[src/rtl/urf_pkg.sv]
// Purpose: shared constants, states and state carriers of the uart receiver block
// Assumes: one clock domain, registers on a plain strobe port
// Notes: offsets are word indices on a 4-bit register address
`default_nettype none
package urf_pkg;
	localparam int FIFO_DEPTH = 16;
	localparam int PTR_W = 4;
	localparam int CNT_W = 5;
	localparam int ADDR_W = 4;
	// register offsets
	localparam logic [3:0] REG_DATA = 4'h0;
	localparam logic [3:0] REG_IER = 4'h1;
	localparam logic [3:0] REG_IIR = 4'h2;
	localparam logic [3:0] REG_FCR = 4'h3;
	localparam logic [3:0] REG_LCR = 4'h4;
	localparam logic [3:0] REG_MCR = 4'h5;
	localparam logic [3:0] REG_LSR = 4'h6;
	localparam logic [3:0] REG_DIV = 4'h7;
	localparam logic [3:0] REG_PWR = 4'h8;
	// field positions
	localparam int IER_RX = 0;
	localparam int IER_TX = 1;
	localparam int IER_LS = 2;
	localparam int FCR_EN = 0;
	localparam int FCR_RXCLR = 1;
	localparam int FCR_TXCLR = 2;
	localparam int FCR_TRIG = 6;
	localparam int LCR_PEN = 3;
	localparam int LCR_EVEN = 4;
	localparam int MCR_AFE = 5;
	localparam int PWR_RX = 0;
	localparam int PWR_TX = 1;
	// interrupt identification codes, highest priority first
	localparam logic [3:0] IIR_LS = 4'h6;
	localparam logic [3:0] IIR_TO = 4'hc;
	localparam logic [3:0] IIR_RDA = 4'h4;
	localparam logic [3:0] IIR_TX_HOLDING_EMPTY = 4'h2;
	localparam logic [3:0] IIR_NONE = 4'h1;
	// trigger levels for selector 0..3
	localparam logic [4:0] TRIG_L0 = 5'h01;
	localparam logic [4:0] TRIG_L1 = 5'h04;
	localparam logic [4:0] TRIG_L2 = 5'h08;
	localparam logic [4:0] TRIG_L3 = 5'h0e;
	// timing: 16 ticks per bit, start checked after 8 ticks
	localparam logic [3:0] SAMPLE_MID = 4'h7;
	localparam logic [3:0] SAMPLE_LAST = 4'hf;
	localparam logic [3:0] CHAR_BITS_MIN = 4'h8;
	localparam logic [10:0] TO_TICKS_PER_BIT = 11'h040;
	localparam logic [15:0] DIV_RESET = 16'h0001;
	localparam logic [1:0] PWR_RESET = 2'h0;
	typedef enum logic [2:0] {RX_IDLE, RX_START, RX_DATA, RX_PAR, RX_STOP} urf_rx_e;
	typedef enum logic [2:0] {TX_IDLE, TX_START, TX_DATA, TX_PAR, TX_STOP} urf_tx_e;
	typedef struct packed {
		logic [2:0] irq_enable_reg;
		logic fifoEn;
		logic [1:0] trig;
		logic [4:0] line_format_control;
		logic afe;
		logic [15:0] div;
		logic rxRun;
		logic txRun;
	} urf_regs_s;
	typedef struct packed {
		logic oe;
		logic pe;
		logic fe;
		logic bi;
	} urf_errs_s;
endpackage : urf_pkg
`default_nettype wire

[src/rtl/urf_uart.sv]
// Purpose: uart receiver with 16-entry error-tagged fifo, transmitter and autoflow
// Assumes: inputs synchronous to core_clk, 16x tick from a divisor register
// Notes: all state lives in one packed struct, two comb and one clocked process
//
// The implementer's own choices: the register addresses and the address-and-strobe port.
`default_nettype none
module urf_uart
	import urf_pkg::*;
(
	input wire logic core_clk,
	input wire logic rst_b,
	input wire logic [ADDR_W-1:0] regAddr,
	input wire logic [7:0] regWrData,
	input wire logic regWr,
	input wire logic regRd,
	output logic [7:0] regRdData,
	input wire logic serialIn,
	output logic serialOut,
	input wire logic clearToSendIn_b,
	output logic requestToSendOut_b,
	output logic irqOut
);
	typedef struct packed {
		urf_regs_s regs;
		logic [FIFO_DEPTH-1:0][10:0] rxMem;
		logic [PTR_W-1:0] rxWr, rxRd;
		logic [CNT_W-1:0] rxCount;
		logic [FIFO_DEPTH-1:0][7:0] txMem;
		logic [PTR_W-1:0] txWr, txRd;
		logic [CNT_W-1:0] txCount;
		logic [15:0] baudCnt;
		logic tick;
		urf_rx_e rxState;
		logic [3:0] rxTicks;
		logic [2:0] rxBits;
		logic [7:0] rxShift;
		logic rxPar, rxZero, rxParErr;
		urf_errs_s errs;
		logic [10:0] toCnt;
		logic toPend;
		urf_tx_e txState;
		logic [3:0] txTicks;
		logic [2:0] txBits;
		logic [7:0] txShift;
		logic txPar, serialOut, rts_b, irq;
		logic [3:0] irq_ident_reg;
		logic [7:0] rdData;
	} urf_state_s;
	urf_state_s st, nx;

	////////////////////////////////////////////////////////////////////////////
	// helpers
	function automatic logic [4:0] trigLevel(input logic [1:0] sel);
		case (sel)
			2'h0: trigLevel = TRIG_L0;
			2'h1: trigLevel = TRIG_L1;
			2'h2: trigLevel = TRIG_L2;
			default: trigLevel = TRIG_L3;
		endcase
	endfunction : trigLevel
	// any valid entry carrying an error tag
	function automatic logic anyTagged(input urf_state_s s);
		logic [PTR_W-1:0] idx;
		anyTagged = 1'b0;
		for (int i = 0; i < FIFO_DEPTH; i++) begin
			idx = s.rxRd + PTR_W'(i);
			if (CNT_W'(i) < s.rxCount && |s.rxMem[idx][10:8]) begin
				anyTagged = 1'b1;
			end
		end
	endfunction : anyTagged

	////////////////////////////////////////////////////////////////////////////
	// shared decode
	logic [4:0] trigFill;
	logic [CNT_W-1:0] capacity;
	logic [3:0] charBits;
	logic [10:0] toLimit, rxEntry;
	logic [2:0] lastBit;
	logic rxPush, rxPop, txPush, txPop, rxFull, stopOk;
	logic [7:0] rxAligned;
	logic lsInt, rdaInt, toInt, threInt, txAllEmpty;

	always_comb begin
		trigFill = trigLevel(st.regs.trig);
		capacity = st.regs.fifoEn ? CNT_W'(FIFO_DEPTH) : CNT_W'(1);
		charBits = CHAR_BITS_MIN + {2'h0, st.regs.line_format_control[1:0]};
		toLimit = {7'h00, charBits} * TO_TICKS_PER_BIT;
		lastBit = 3'h4 + {1'b0, st.regs.line_format_control[1:0]};
		rxFull = st.rxCount >= capacity;
		txAllEmpty = st.txCount == '0 && st.txState == TX_IDLE;
	end

	////////////////////////////////////////////////////////////////////////////
	// next state
	always_comb begin
		nx = st;
		rxPush = 1'b0;
		rxPop = 1'b0;
		txPush = 1'b0;
		txPop = 1'b0;
		stopOk = serialIn;
		rxAligned = st.rxShift >> (2'h3 - st.regs.line_format_control[1:0]);
		rxEntry = '0;
		// 16x tick from the divisor; a zero divisor behaves as one
		if (st.baudCnt + 16'h0001 >= st.regs.div) begin
			nx.baudCnt = '0;
			nx.tick = 1'b1;
		end else begin
			nx.baudCnt = st.baudCnt + 16'h0001;
			nx.tick = 1'b0;
		end
		// register writes
		if (regWr) begin
			case (regAddr)
				REG_DATA: txPush = st.txCount < capacity; // full writes are dropped
				REG_IER: nx.regs.irq_enable_reg = regWrData[2:0];
				REG_FCR: begin
					nx.regs.fifoEn = regWrData[FCR_EN];
					nx.regs.trig = regWrData[FCR_TRIG +: 2];
				end
				REG_LCR: nx.regs.line_format_control = regWrData[4:0];
				REG_MCR: nx.regs.afe = regWrData[MCR_AFE];
				REG_DIV: nx.regs.div = {8'h00, regWrData};
				REG_PWR: begin
					nx.regs.rxRun = regWrData[PWR_RX];
					nx.regs.txRun = regWrData[PWR_TX];
				end
				default: ;
			endcase
		end
		// register reads, data appear in the following cycle
		if (regRd) begin
			case (regAddr)
				REG_DATA: begin
					nx.rdData = st.rxMem[st.rxRd][7:0];
					rxPop = st.rxCount != '0;
				end
				REG_IER: nx.rdData = {5'h00, st.regs.irq_enable_reg};
				REG_IIR: nx.rdData = {4'h0, st.irq_ident_reg};
				REG_FCR: nx.rdData = {st.regs.trig, 5'h00, st.regs.fifoEn};
				REG_LCR: nx.rdData = {3'h0, st.regs.line_format_control};
				REG_MCR: nx.rdData = {2'h0, st.regs.afe, 5'h00};
				REG_LSR: nx.rdData = {anyTagged(st), txAllEmpty, st.txCount == '0,
					st.errs.bi, st.errs.fe, st.errs.pe, st.errs.oe, st.rxCount != '0};
				REG_DIV: nx.rdData = st.regs.div[7:0];
				REG_PWR: nx.rdData = {6'h00, st.regs.txRun, st.regs.rxRun};
				default: nx.rdData = 8'h00;
			endcase
			// error flags clear on a status read; a new error below wins
			if (regAddr == REG_LSR) begin
				nx.errs = '0;
			end
		end

		// receiver sequencing, one step per tick
		if (!st.regs.rxRun) begin
			nx.rxState = RX_IDLE;
			nx.rxTicks = '0;
		end else if (st.tick) begin
			nx.rxTicks = st.rxTicks + 4'h1;
			case (st.rxState)
				RX_IDLE: begin
					nx.rxTicks = '0;
					if (!serialIn) begin
						nx.rxState = RX_START;
					end
				end
				RX_START: begin
					if (st.rxTicks == SAMPLE_MID) begin
						nx.rxTicks = '0;
						nx.rxBits = '0;
						nx.rxShift = '0;
						nx.rxPar = 1'b0;
						nx.rxZero = 1'b1;
						nx.rxParErr = 1'b0;
						nx.rxState = serialIn ? RX_IDLE : RX_DATA; // false start glitch
					end
				end
				RX_DATA: begin
					if (st.rxTicks == SAMPLE_LAST) begin
						nx.rxShift = {serialIn, st.rxShift[7:1]};
						nx.rxPar = st.rxPar ^ serialIn;
						nx.rxZero = st.rxZero & ~serialIn;
						nx.rxBits = st.rxBits + 3'h1;
						if (st.rxBits == lastBit) begin
							nx.rxState = st.regs.line_format_control[LCR_PEN] ? RX_PAR : RX_STOP;
						end
					end
				end
				RX_PAR: begin
					if (st.rxTicks == SAMPLE_LAST) begin
						nx.rxParErr = st.rxPar ^ serialIn ^ ~st.regs.line_format_control[LCR_EVEN];
						nx.rxZero = st.rxZero & ~serialIn;
						nx.rxState = RX_STOP;
					end
				end
				RX_STOP: begin
					if (st.rxTicks == SAMPLE_LAST) begin
						// only the first stop bit is checked
						rxEntry = {st.rxZero & ~stopOk, ~stopOk, st.rxParErr, rxAligned};
						rxPush = 1'b1;
						nx.rxState = RX_IDLE;
					end
				end
				default: nx.rxState = RX_IDLE;
			endcase
		end

		// receive fifo; a completed character into a full fifo is discarded unless a data read pops an entry in the same cycle
		if (rxPush && rxFull && !rxPop) begin
			nx.errs.oe = 1'b1;
		end else if (rxPush) begin
			nx.rxMem[st.rxWr] = rxEntry;
			nx.rxWr = st.rxWr + 4'h1;
			nx.errs.pe = nx.errs.pe | rxEntry[8];
			nx.errs.fe = nx.errs.fe | rxEntry[9];
			nx.errs.bi = nx.errs.bi | rxEntry[10];
		end
		if (rxPop) begin
			nx.rxRd = st.rxRd + 4'h1;
		end
		nx.rxCount = st.rxCount + CNT_W'(rxPush && !(rxFull && !rxPop)) - CNT_W'(rxPop);

		// receive time-out timer
		if (rxPush || rxPop || !st.regs.rxRun || st.rxCount == '0 || !st.regs.fifoEn) begin
			nx.toCnt = '0;
			nx.toPend = 1'b0;
		end else if (!st.toPend && st.tick) begin
			nx.toCnt = st.toCnt + 11'h001;
			nx.toPend = st.toCnt + 11'h001 >= toLimit;
		end

		// transmitter; clear-to-send gates only the start of a character
		if (!st.regs.txRun) begin
			nx.txState = TX_IDLE;
			nx.serialOut = 1'b1;
		end else if (st.txState == TX_IDLE) begin
			nx.serialOut = 1'b1;
			if (st.txCount != '0 && (!st.regs.afe || !clearToSendIn_b)) begin
				txPop = 1'b1;
				nx.txShift = st.txMem[st.txRd];
				nx.txPar = 1'b0;
				nx.txTicks = '0;
				nx.txBits = '0;
				nx.txState = TX_START;
			end
		end else if (st.tick) begin
			nx.txTicks = st.txTicks + 4'h1;
			case (st.txState)
				TX_START: nx.serialOut = 1'b0;
				TX_DATA: nx.serialOut = st.txShift[0];
				TX_PAR: nx.serialOut = st.txPar ^ ~st.regs.line_format_control[LCR_EVEN];
				default: nx.serialOut = 1'b1;
			endcase
			if (st.txTicks == SAMPLE_LAST) begin
				case (st.txState)
					TX_START: nx.txState = TX_DATA;
					TX_DATA: begin
						nx.txShift = {1'b0, st.txShift[7:1]};
						nx.txPar = st.txPar ^ st.txShift[0];
						nx.txBits = st.txBits + 3'h1;
						if (st.txBits == lastBit) begin
							nx.txState = st.regs.line_format_control[LCR_PEN] ? TX_PAR : TX_STOP;
						end
					end
					TX_PAR: nx.txState = TX_STOP;
					default: nx.txState = TX_IDLE;
				endcase
			end
		end

		// transmit fifo
		if (txPush) begin
			nx.txMem[st.txWr] = regWrData;
			nx.txWr = st.txWr + 4'h1;
		end
		if (txPop) begin
			nx.txRd = st.txRd + 4'h1;
		end
		nx.txCount = st.txCount + CNT_W'(txPush) - CNT_W'(txPop);

		// fifo clear controls act after this cycle's traffic
		if (regWr && regAddr == REG_FCR && regWrData[FCR_RXCLR]) begin
			nx.rxWr = '0;
			nx.rxRd = '0;
			nx.rxCount = '0;
		end
		if (regWr && regAddr == REG_FCR && regWrData[FCR_TXCLR]) begin
			nx.txWr = '0;
			nx.txRd = '0;
			nx.txCount = '0;
		end

		// interrupt identification; disabled sources never show
		lsInt = st.regs.irq_enable_reg[IER_LS] && |st.errs;
		rdaInt = st.regs.irq_enable_reg[IER_RX] && (st.regs.fifoEn ? st.rxCount >= trigFill
			: st.rxCount != '0);
		toInt = st.regs.irq_enable_reg[IER_RX] && st.toPend;
		threInt = st.regs.irq_enable_reg[IER_TX] && st.txCount == '0;
		// no source looks at clear-to-send
		if (lsInt) begin
			nx.irq_ident_reg = IIR_LS;
		end else if (toInt) begin
			nx.irq_ident_reg = IIR_TO;
		end else if (rdaInt) begin
			nx.irq_ident_reg = IIR_RDA;
		end else if (threInt) begin
			nx.irq_ident_reg = IIR_TX_HOLDING_EMPTY;
		end else begin
			nx.irq_ident_reg = IIR_NONE;
		end
		nx.irq = lsInt | toInt | rdaInt | threInt;

		// request-to-send; trigger 14 leaves room for one late character
		nx.rts_b = st.regs.afe && (st.rxCount >= trigFill
			|| (st.rts_b && st.regs.trig != 2'h3 && st.rxCount != '0));
	end

	////////////////////////////////////////////////////////////////////////////
	// state register
	always_ff @(posedge core_clk or negedge rst_b) begin
		if (!rst_b) begin
			st <= '0;
			st.regs.div <= DIV_RESET;
			st.regs.rxRun <= PWR_RESET[PWR_RX];
			st.regs.txRun <= PWR_RESET[PWR_TX];
			st.serialOut <= 1'b1;
			st.irq_ident_reg <= IIR_NONE;
		end else begin
			st <= nx;
		end
	end

	assign regRdData = st.rdData;
	assign serialOut = st.serialOut;
	assign requestToSendOut_b = st.rts_b;
	assign irqOut = st.irq;

	////////////////////////////////////////////////////////////////////////////
	// checks
	AST_RX_DEPTH: assert property (@(posedge core_clk) disable iff (!rst_b)
		(!st.regs.fifoEn |-> st.rxCount <= 5'h01) and (st.rxCount <= 5'h10))
		else $error("receive fill beyond capacity");
	AST_DR_SET: assert property (@(posedge core_clk) disable iff (!rst_b)
		(rxPush && st.rxCount == '0 && !(regWr && regAddr == REG_FCR)) |=> st.rxCount == 5'h01)
		else $error("first character did not set data present");
	AST_OVERRUN: assert property (@(posedge core_clk) disable iff (!rst_b)
		(rxPush && rxFull && !rxPop && !(regWr && regAddr == REG_FCR))
		|=> st.errs.oe && $stable(st.rxMem) && $stable(st.rxCount))
		else $error("overrun lost flag or overwrote data");
	AST_LS_FIRST: assert property (@(posedge core_clk) disable iff (!rst_b)
		(st.regs.irq_enable_reg[IER_LS] && |st.errs) |=> st.irq_ident_reg == IIR_LS)
		else $error("line status not given priority");
	AST_POLL_QUIET: assert property (@(posedge core_clk) disable iff (!rst_b)
		!st.regs.irq_enable_reg[IER_RX] |=> (st.irq_ident_reg != IIR_RDA && st.irq_ident_reg != IIR_TO))
		else $error("poll mode produced a receive indication");
	AST_TO_CLEAR: assert property (@(posedge core_clk) disable iff (!rst_b)
		(rxPop || rxPush) |=> !st.toPend && st.toCnt == '0)
		else $error("time-out not cleared by fifo traffic");
	AST_RTS_DROP: assert property (@(posedge core_clk) disable iff (!rst_b)
		(st.regs.afe && st.rxCount >= trigFill) |=> requestToSendOut_b)
		else $error("request-to-send held at trigger level");
	AST_CTS_GATE: assert property (@(posedge core_clk) disable iff (!rst_b)
		(st.txState == TX_IDLE && st.regs.afe && clearToSendIn_b) |=> st.txState == TX_IDLE)
		else $error("character started without clear-to-send");
	AST_TX_HOLDING_EMPTY_INT: assert property (@(posedge core_clk) disable iff (!rst_b)
		(st.regs.irq_enable_reg == 3'h2 && st.txCount == '0) |=> (st.irq_ident_reg == IIR_TX_HOLDING_EMPTY && irqOut))
		else $error("transmit-empty interrupt missing");
endmodule : urf_uart
`default_nettype wire

[config.mk]
export PLATFORM = sky130hd
export DESIGN_NAME = urf_uart
export DESIGN_NICKNAME = d
export VERILOG_FILES = /design/src/rtl/urf_pkg.sv /design/src/rtl/urf_uart.sv
export SDC_FILE = /design/constraint.sdc
export NUM_CORES = 1
export LEC_CHECK = 0
export BUFFER_PORTS_ARGS = -buffer_cell sky130_fd_sc_hd__buf_2
export CAP_MARGIN = 25
export CELL_PAD_IN_SITES_DETAIL_PLACEMENT = 2
export CELL_PAD_IN_SITES_GLOBAL_PLACEMENT = 2
export CORE_ASPECT_RATIO = 1.4
export CORE_MARGIN = 1
export CORE_UTILIZATION = 40
export DETAILED_ROUTE_END_ITERATION = 6
export PLACE_DENSITY = 0.83
export RECOVER_POWER = 50
export SETUP_SLACK_MARGIN = 0.3
export SLEW_MARGIN = 20
export SYNTH_ARGS = -nofsm -noshare
export SYNTH_HDL_FRONTEND = slang
export SYNTH_SLANG_ARGS = --single-unit
[constraint.sdc]
create_clock -name core_clk -period 3.9 [get_ports core_clk]
set_clock_uncertainty 0.1 [all_clocks]
set_input_delay 0.78 -clock core_clk [delete_from_list [all_inputs] [get_ports core_clk]]
set_output_delay 0.78 -clock core_clk [all_outputs]
set_load 0.01 [all_outputs]
### Yosys cells after proc, flatten, opt, wreduce, memory -nomap -nowiden

Index checks and enable logic that the tools add are counted.

| storage, ports and cells | value |
|---|---|
| bits in registers | 440 |
| output and inout port bits | 11 |
| logic and storage cells | 422 |
| input port bits | 18 |

| cells by class | value |
|---|---|
| bitwise operators | 14 |
| $add $sub $neg | 31 |
| equality and inequality tests | 39 |
| reductions and logical operators | 102 |
| magnitude comparators | 42 |
| multiplexer cells | 122 |
| shift-type cells | 1 |

Operators by type and width:

| cell | count |
|---|---|
| $bmux 11 s4 | 16 |
| $mux 11 | 21 |
| $bwmux 176 | 1 |
| $bwmux 128 | 1 |
| $lt 4x5->1 const B | 19 |
| $pmux 8 s9 | 1 |
| $mux 12 | 4 |
| $reduce_or 3->1 | 16 |
| $demux 11 s4 | 1 |
| $mux 21 | 2 |
| $lt 4x5->1 const A | 8 |
| $mux 20 | 2 |
| $mux 13 | 3 |
| $mux 3 | 12 |
| $mux 4 | 9 |
| $logic_and 1x1->1 | 35 |
| $add 4x4->4 const B | 8 |
| $bmux 8 s4 | 1 |
| $demux 8 s4 | 1 |
| $mux 1 | 30 |
| $add 4x1->4 const B | 6 |
| $pmux 12 s2 | 1 |
| $reduce_bool 2->1 | 12 |
| $eq 4x3->1 const B | 5 |
| 65 further kinds | 136 |

### Depth between registers and ports, before layout

Gate-level depths: netlist of run 1.

| logic depth | value |
|---|---|
| depth in word-level cells | 21 |
| mapped depth | 16 |
| gate-level depth less buffers | 15 |

### Least setup slack after synthesis of run 1

No wires, ideal clock.

| path | value |
|---|---|
| path type | input to register |
| start point | input regAddr[1] |
| end point | register st[233] in the netlist's numbering |
| stages | 16 |
| arrival | 3.721 ns |
| setup slack | 0.001 ns |
| library setup time | 0.078 ns |
| path buffers | 3 |
| required time | 3.722 ns |
| cell sequence | buf_2 or3_1 buf_2 nor3_4 o21bai_1 and2_4 buf_6 inv_1 ha_1 inv_1 ha_1 fa_1 a21oi_1 nor2_1 or3_1 a21oi_1 |

RTL lines:

| element | RTL line | RTL |
|---|---|---|
| from (decl) | urf_uart.sv:12 | `input wire logic [ADDR_W-1:0] regAddr,` |
| to (signal assigned) | urf_uart.sv:331 | `st <= nx;` |
| to (decl) | urf_uart.sv:49 | `urf_state_s st, nx;` |

==> results.sh, run 1 <==
export IMPL_dp_hpwl_mm=48.1
export IMPL_gp_congestion=0.870
export IMPL_final_nets=2053
export IMPL_synthFlopType="dfrtp_1"
export IMPL_die_width_um=201
export IMPL_cp_start_kind="flip-flop"
export IMPL_synth_top_family_by_area="multiplexers"
export IMPL_required_ns=4.31
export IMPL_numCtsBuffers=46
export IMPL_drt_iter0_drc=878
export IMPL_power_leakage_nw=11.3
export IMPL_grt_max_degree=83
export IMPL_ir_worst_vdd_v=0.000362
export IMPL_cts_sinks=440
export IMPL_tightest_slew_ns=2.60
export IMPL_antenna_found_initial=1
export IMPL_status="complete, but fails checks"
export IMPL_viasPerCell=5.99
export IMPL_routedWlPerCell_um=27.6
export IMPL_cts_setup_buffers=0
export IMPL_synth_mux_area_frac=0.198
export IMPL_worstPathArrival_ns=3.91
export IMPL_area_growth_pct=12.0
export IMPL_period_minus_slack_ns=3.50
export IMPL_setup_ws_ns=0.399
export IMPL_maxSlewViolCount=79
export IMPL_first_global_vias=19100
export IMPL_tns_ns=0
export IMPL_syn_cell_area_mm2=0.0223
export IMPL_slew_headroom=-0.737
export IMPL_initial_core_util=0.404
export IMPL_synth_cell_type_count=73
export IMPL_ys_ff_latch=440
export IMPL_wl_mm=75.4
export IMPL_cp_max_fo=4
export IMPL_rsz0062_at_grt="yes"
export IMPL_n_fill_cell=5483
export IMPL_io_pins=29
export IMPL_rows=102
export IMPL_synth_fa_ha_area_frac=0.0361
export IMPL_seq_area_mm2=0.0110
export IMPL_synth_area_top_cells="dfrtp_1 (49%), mux4_2 (9.9%), mux2_2 (8.0%)"
export IMPL_ys_warn_count=0
export IMPL_multi_input_area_mm2=0.0105
export IMPL_num_vias=16400
export IMPL_cts_root_buf="clkbuf_16"
export IMPL_grt_pass1_wl_mm=118
export IMPL_setup_viol=0
export IMPL_synth_compound_area_frac=0.103
export IMPL_clk_pin_slew_ns=0.07
export IMPL_portBuffers=28
export IMPL_violations="capacitance limit, slew limit"
export IMPL_ant_nets=0
export IMPL_power_density_mw_per_mm2=571
export IMPL_worstSetupPathType="reg -> reg"
export IMPL_coreArea_mm2=0.0551
export IMPL_dr_pass1_iters=5
export IMPL_finalHoldViolations=0
export IMPL_yosys_area_top_type="dfrtp_1"
export IMPL_cts_htree_levels=2
export IMPL_hold_class="reg -> reg"
export IMPL_gr_usage_all_layers=0.273
export IMPL_async_flop_share=1.00
export IMPL_cts_tree="yes"
export IMPL_yosys_area_share_simple=0.111
export IMPL_synth_top_area_frac=0.491
export IMPL_postSynthAreaPerCell_um2=11.3
export IMPL_drcViolationCount=0
export IMPL_cp_end_kind="flip-flop"
export IMPL_overflow=0
export IMPL_post_place_ws_ns=0.203
export IMPL_syn_inst=1969
export IMPL_diodes=0
export IMPL_yosysSeqAreaShare=0.494
export IMPL_maxCapViolations=1
export IMPL_worstSkewPairLatency_ns=0.61
export IMPL_synth_edff_count=0
export IMPL_die_h_um=281
export IMPL_cts_buffer_depth=3
export IMPL_drive_above_1_share=0.225
export IMPL_fmaxAchievable_mhz=286
export IMPL_synth_xor_xnor_area_share=0.0204
export IMPL_fin_crit_sh=0.898
export IMPL_dieArea_mm2=0.0567
critical path, cell delays in order, from the launching register on:
cell,delay (ns)
dfrtp_1,0.39
inv_1,0.12
ha_1,0.23
o21ai_0,0.11
nand3_1,0.18
a2111oi_4,0.42
inv_1,0.15
ha_1,0.30
inv_1,0.04
ha_1,0.21
fa_1,0.43
a21oi_1,0.16
nor2_1,0.08
or3_1,0.34
a21oi_1,0.15
kinds of logic (layout without fill, tap and decap cells):
family,Yosys count,after routing
AO/OA/AOI/OAI,389,389
XOR/XNOR,52,52
adder cells (fa/ha/maj),63,63
buffers and inverters,193,225
flip-flops,440,440
AND/OR/NAND/NOR,533,533
other,1,8
multiplexers,298,298
cell type report:
type                            count  share of cell area
Sequential cell                   440               0.442
Timing Repair Buffer               83              0.0251
Multi-Input combinational cell   1343               0.421
Tap cell                          728              0.0365
Clock buffer                       67              0.0545
Clock inverter                     17              0.0126
Inverter                           58             0.00872
placed cells by master, fill, tap and decap left out, types with 22 or more instances in the layout:
master,netlist,layout
a21oi_1,40,39
buf_2,30,27
buf_4,12,43
clkbuf_16,0,46
dfrtp_1,437,433
ha_1,61,60
inv_1,56,55
mux2_2,158,158
mux2i_1,42,42
mux4_2,98,98
nand2_1,269,269
nand3_1,45,45
nor2_1,74,74
o21ai_0,232,231
or3_1,22,22
xnor2_1,26,26
xor2_1,26,26
cell usage after synthesis, drive strengths merged, types with 5 or more instances:
cell and number:
a211oi 13, a21o 18, a21oi 40, a221oi 5, a22o 16, a31oi 5, and2 11, and3 9
buf 57, clkbuf 78, dfrtp 437, ha 61, inv 57, mux2 158, mux2i 42, mux4 98
nand2 269, nand2b 14, nand3 53, nand4 16, nor2 74, nor2b 16, nor3 23, nor4 7
o21ai 240, o2bb2ai 5, o31ai 5, or2 6, or3 22, xnor2 26, xor2 26
flip-flops by register name, indices dropped and copies added, names as in the netlist:
register	cells
requestToSendOut_b	1
st	429
regRdData	8
irqOut	1
serialOut	1
stage by stage:
stage	hold WS (ns)	std cells	total power, mW	cell area (um2)	util
after CTS	0.117	2736	14.3	25000	0.453
final	0.375	2736	14.3	25000	0.453
after global routing	0.408	2736	14.8	25000	0.453
after floorplan	0.341	1976	7.96	22300	-
after detailed placement	0.367	2652	9.21	23300	0.423
after global placement	0.353	2652	8.90	23300	0.423
layer usage:
metal	GRT usage	vias up	wire length [um]	part of all wire
met4	0.133	0	3590	0.048
met3	0.0336	181	2440	0.032
met1	0.310	8806	28900	0.38
li1	-	7025	-	-
met2	0.505	376	40500	0.54
met5	0	-	0	0
power by group:
| group | leakage, nW | switching (mW) | total (mW) | internal [mW] |
|---|---|---|---|---|
| clock | 0.823 | 1.99 | 4.95 | 2.96 |
| combinational | 4.45 | 2.19 | 3.76 | 1.57 |
| sequential | 6.00 | 0.587 | 5.55 | 4.97 |
what timing repair did:
action / in CTS / in global routing
gates resized for setup: 0 / 2
hold buffers: 0 / 0
endpoints found under the setup margin: 0 / 2
worst paths after layout:
kind,start,endpoint,slack (ns),depth (start not counted)
max,st[89],st[92],0.40,14
min,st[318],st[318],0.38,2
max reg2reg,st[89],st[92],0.40,14
max in group asynchronous,rst_b,st[85],0.70,2
min reg2reg,st[318],st[318],0.38,2
min in group asynchronous,rst_b,st[121],0.83,1
Note: power is estimated with default switching activity, not from simulation.
==> run 2, diff against run 1 <==
--- a/config.mk
+++ b/config.mk
@@ -13,7 +13,7 @@
 export CORE_MARGIN = 1
 export CORE_UTILIZATION = 40
 export DETAILED_ROUTE_END_ITERATION = 6
-export PLACE_DENSITY = 0.83
+export PLACE_DENSITY_LB_ADDON = 0.1
 export RECOVER_POWER = 50
 export SETUP_SLACK_MARGIN = 0.3
 export SLEW_MARGIN = 20
==> constraint.sdc (replaced) <==
create_clock -name core_clk -period 3 [get_ports core_clk]
set_clock_uncertainty 0.1 [all_clocks]
set_input_delay 0.6 -clock core_clk [delete_from_list [all_inputs] [get_ports core_clk]]
set_output_delay 0.6 -clock core_clk [all_outputs]
set_load 0.01 [all_outputs]
==> results.sh, run 2 (synthesis results as in run 1) <==
export IMPL_top_register="st"
export IMPL_fin_crit_sh=1.02
export IMPL_p_clk_frac=0.322
export IMPL_routedWlPerCell_um=25.1
export IMPL_fmaxAchievable_mhz=327
export IMPL_grt_max_degree=77
export IMPL_r2r_cells=16
export IMPL_required_ns=3.44
export IMPL_coreArea_mm2=0.0551
export IMPL_cts_sinks=440
export IMPL_rows=102
export IMPL_hp_start="serialIn"
export IMPL_numCtsBuffers=47
export IMPL_die_width_um=201
export IMPL_hold_path_depth=3
export IMPL_setup_ws_ns=-0.0579
export IMPL_num_vias=16200
export IMPL_power_leakage_nw=11.9
export IMPL_swShare=0.332
export IMPL_diodes=0
export IMPL_switchingPower_mw=6.46
export IMPL_cts_root_buf="clkbuf_16"
export IMPL_largest_register_ffs=429
export IMPL_final_nets=2180
export IMPL_drt_iter0_drc=535
export IMPL_die_h_um=281
export IMPL_gp_congestion=0.833
export IMPL_cp_start_kind="flip-flop"
export IMPL_clk_pin_slew_ns=0.06
export IMPL_maxSlewViolCount=61
export IMPL_timing_rr_start="st[231]"
export IMPL_hold_path_end="st[60]"
export IMPL_cts_tree="yes"
export IMPL_dp_hpwl_mm=49.5
export IMPL_worstPathArrival_ns=3.49
export IMPL_hold_class="in -> reg"
export IMPL_wl_mm=71.7
export IMPL_p_seq_frac=0.362
export IMPL_period_minus_slack_ns=3.06
export IMPL_portBuffers=28
export IMPL_cts_htree_levels=2
export IMPL_rsz0062_at_grt="yes"
export IMPL_antenna_found_initial=1
export IMPL_grt_pass1_wl_mm=112
export IMPL_violations="capacitance limit, slew limit, setup timing"
export IMPL_ir_worst_vdd_v=0.000474
export IMPL_first_global_vias=18800
export IMPL_cts_buffer_depth=3
export IMPL_cp_max_fo=7
export IMPL_setup_viol=2
export IMPL_layout_common_cells="dfrtp_1 (431), nand2_1 (267), o21ai_0 (229)"
export IMPL_drive_above_1_share=0.301
export IMPL_gr_usage_all_layers=0.257
export IMPL_viasPerCell=5.68
export IMPL_status="complete, but fails checks"
export IMPL_maxCapViolations=1
export IMPL_final_common_cell="dfrtp_1"
export IMPL_overflow=0
export IMPL_reg2reg_to="st[233]"
export IMPL_tightest_slew_ns=1.90
export IMPL_area_growth_pct=18.3
export IMPL_post_route_util=0.478
export IMPL_finalHoldViolations=0
export IMPL_power_density_mw_per_mm2=738
export IMPL_p_int_mw=13.0
export IMPL_rrSetupSlack_ns=-0.06
export IMPL_tns_ns=-0.109
export IMPL_cp_end_kind="flip-flop"
export IMPL_worstSkewPairLatency_ns=0.61
export IMPL_worstSetupPathType="reg -> reg"
export IMPL_ant_nets=0
export IMPL_initial_core_util=0.404
export IMPL_io_pins=29
export IMPL_slew_headroom=-0.265
export IMPL_dieArea_mm2=0.0567
export IMPL_dr_pass1_iters=4
export IMPL_drcViolationCount=0
export IMPL_power_frac_comb=0.317
run 2: changes by cell type in the layout (fill, tap and decap cells not counted), moves of 6 or more:
cell	change
buf_4	+104
buf_6	+11
clkbuf_1	+9
ha_1	-15
ha_2	+6
ha_4	+9
inv_1	-10
inv_2	+8
mux2i_1	-7
or3_1	-6
or3_4	+6
run 2: power groups by stage:
stage | logic (mW) | registers [mW] | clock network, mW
finish | 6.16 | 7.04 | 6.26
global route | 6.65 | 7.09 | 6.60
CTS | 5.76 | 7.03 | 6.43
detailed placement | 5.38 | 7.09 | 0
global placement | 5.13 | 7.04 | 0
floorplan | 3.57 | 6.85 | 0
run 2: worst max path at each step:
stage	start	to	slack, ns	depth (start not counted)
after CTS	st[65]	st[233]	-0.004	15
after global placement	regAddr[0]	st[92]	-0.33	13
final	st[231]	st[233]	-0.06	16
after detailed placement	regAddr[0]	st[92]	-0.38	13
after floorplan	regAddr[0]	st[233]	-0.54	16
after global routing	st[231]	st[233]	-0.15	16
run 2: critical path, stage by stage (launching register included):
cell      delay [ns]
dfrtp_1         0.37
inv_2           0.07
buf_6           0.14
ha_2            0.17
nand2b_1        0.08
a41oi_2         0.16
o21bai_4        0.17
and2_4          0.18
inv_4           0.04
ha_4            0.26
inv_2           0.04
ha_4            0.15
fa_2            0.37
a21oi_2         0.16
nor2_2          0.06
or3_1           0.34
a21oi_2         0.13
run 2: cell type report:
| cell class | count | area [um2] |
|---|---|---|
| Tap cell | 728 | 911 |
| Sequential cell | 440 | 11000 |
| Clock buffer | 67 | 1350 |
| Timing Repair Buffer | 208 | 1600 |
| Multi-Input combinational cell | 1344 | 11000 |
| Fill cell | 5541 | 28800 |
| Clock inverter | 16 | 280 |
| Inverter | 58 | 231 |
run 2: per-stage QoR:
stage	setup WS, ns	total power, mW	instance area (um2)	std cells	hold slack (ns)
2_1_floorplan	-0.537	10.4	22400	1976	0.204
3_3_place_gp	-0.325	12.2	24100	2741	0.354
3_5_place_dp	-0.376	12.5	24100	2741	0.368
4_1_cts	-0.00357	19.2	26100	2836	0.268
5_1_grt	-0.152	20.3	26400	2861	0.286
6_report	-0.0579	19.5	26400	2861	0.297
run 2: layer usage:
layer,global-route usage,vias to the layer above,part of all wire
li1,-,7281,-
met1,0.277,8585,0.37
met2,0.506,230,0.57
met3,0.0288,142,0.022
met4,0.0998,2,0.040
met5,0,-,0.00024
run 2: what timing repair did:
action / 4_1_cts / 5_1_grt
gates cloned: 1 / 1
hold buffers: 1 / 0
pin swaps: 9 / 16
endpoints found under the setup margin: 37 / 41
buffers inserted: 10 / 24
resized for setup: 54 / 49
endpoints found under the hold margin: 50 / 0
==> run 3, diff against run 2 <==
--- a/config.mk
+++ b/config.mk
@@ -13,7 +13,7 @@
 export CORE_MARGIN = 1
 export CORE_UTILIZATION = 40
 export DETAILED_ROUTE_END_ITERATION = 6
-export PLACE_DENSITY_LB_ADDON = 0.1
+export PLACE_DENSITY = 0.8
 export RECOVER_POWER = 50
 export SETUP_SLACK_MARGIN = 0.3
 export SLEW_MARGIN = 20
==> results.sh, run 3 (synthesis results as in run 1) <==
export IMPL_cts_root_buf="clkbuf_16"
export IMPL_cts_tree="yes"
export IMPL_initial_core_util=0.404
export IMPL_cp_end_kind="flip-flop"
export IMPL_placed_cells=2734
export IMPL_maxCapViolations=2
export IMPL_drcViolationCount=0
export IMPL_gr_usage_all_layers=0.348
export IMPL_routedWlPerCell_um=45.7
export IMPL_cp_startpoint="st[89]"
export IMPL_overflow=0
export IMPL_io_pins=29
export IMPL_cts_sinks=440
export IMPL_cp_start_kind="flip-flop"
export IMPL_rsz0062_at_grt="yes"
export IMPL_dr_pass1_iters=7
export IMPL_dieArea_mm2=0.0567
export IMPL_setup_viol=219
export IMPL_fin_crit_sh=1.36
export IMPL_whs_ns=0.277
export IMPL_grt_max_degree=72
export IMPL_cts_htree_levels=2
export IMPL_post_route_util=0.549
export IMPL_cts_buffer_depth=3
export IMPL_period_minus_slack_ns=4.08
export IMPL_ant_nets=0
export IMPL_final_common_cell="dfrtp_1"
export IMPL_n_fill_cell=5008
export IMPL_top_register="st"
export IMPL_die_width_um=201
export IMPL_tightest_slew_ns=2.31
export IMPL_dp_hpwl_mm=50.4
export IMPL_setup_ws_ns=-1.08
export IMPL_power_mw=22.9
export IMPL_final_cells=2949
export IMPL_drive_above_1_share=0.498
export IMPL_maxSlewViolCount=64
export IMPL_tns_ns=-40.88
export IMPL_worstSetupPathType="reg -> reg"
export IMPL_cp_max_fo=3
export IMPL_timing_rr_start="st[89]"
export IMPL_hp_start="serialIn"
export IMPL_largest_register_ffs=429
export IMPL_rows=102
export IMPL_portBuffers=28
export IMPL_power_leakage_nw=13.2
export IMPL_viasPerCell=7.08
export IMPL_finalHoldViolations=0
export IMPL_die_h_um=281
export IMPL_clk_pin_slew_ns=0.08
export IMPL_grt_pass1_wl_mm=145
export IMPL_coreArea_mm2=0.0551
export IMPL_num_vias=20900
export IMPL_worstPathArrival_ns=4.53
export IMPL_power_density_mw_per_mm2=756
export IMPL_worstSkewPairLatency_ns=0.68
export IMPL_final_nets=2264
export IMPL_drt_iter0_drc=1882
export IMPL_layout_common_cells="dfrtp_1 (427), mux2_2 (156), buf_4 (145)"
export IMPL_numCtsBuffers=45
export IMPL_area_growth_pct=35.7
export IMPL_hold_class="in -> reg"
export IMPL_ir_worst_vdd_v=0.000548
export IMPL_fmaxAchievable_mhz=245
export IMPL_slew_headroom=-0.537
export IMPL_first_global_vias=21000
export IMPL_gp_congestion=0.840
export IMPL_wl_mm=135
export IMPL_status="complete, but fails checks"
export IMPL_antenna_found_initial=16
export IMPL_violations="capacitance limit, slew limit, setup timing"
export IMPL_required_ns=3.45
==> run 3: layout make-up <==
type	instances	area (um2)	area share
diodes	3	7.51	0.000248
clock buffers	63	1310	0.0434
clock inverters	19	312	0.0103
inverters	58	243	0.00803
multi-input cells	1343	13100	0.433
flip-flops and latches	440	11000	0.365
well taps	728	911	0.0301
repair buffers	295	3330	0.110
==> run 3: final timing paths <==
kind / slack (ns) / to / cells after the start
min in group asynchronous: 1.10 / st[115] / 2
max in group asynchronous: 0.13 / st[84] / 3
min: 0.28 / st[47] / 2
max reg2reg: -1.08 / st[92] / 14
max: -1.08 / st[92] / 14
min reg2reg: 0.41 / st[340] / 2
==> run 3: stage by stage <==
step	worst slack [ns]	cell area (um2)
6_report	-1.08	30200
3_5_place_dp	-0.495	24000
5_1_grt	-1.01	30200
3_3_place_gp	-0.370	24000
2_1_floorplan	-0.537	22400
4_1_cts	-0.120	26500
==> run 3: metal layers <==
metal	up-vias	track usage	share of wire
met2	1709	0.621	0.48
li1	7489	-	-
met1	10700	0.372	0.32
met3	971	0.0598	0.081
met4	22	0.246	0.13
met5	-	0	0.0012
==> run 3: power by group <==
group	switching (mW)	internal, mW	total [mW]
logic	5.16	3.67	8.84
clock network	3.09	3.62	6.70
registers	0.858	6.46	7.31
total	9.11	13.7	22.9
==> run 3: what timing repair did <==
action | CTS | global route
setup buffers | 37 | 44
cloned | 1 | 47
pin swaps | 27 | 136
resized for setup | 110 | 790
endpoints found under the setup margin | 73 | 315
endpoints found under the hold margin | 55 | 0
hold buffers | 1 | 0
==> run 3: worst max-delay path, stage by stage, from the launching register on <==
cell and delay (ns):
dfrtp_1 0.42, inv_2 0.11, ha_2 0.21, o21ai_2 0.09, nand3_4 0.12, a2111oi_4 0.67
inv_2 0.24, ha_4 0.40, inv_4 0.07, ha_4 0.18, fa_2 0.48, a21oi_2 0.23
nor2_1 0.09, or3_4 0.39, a21oi_4 0.15
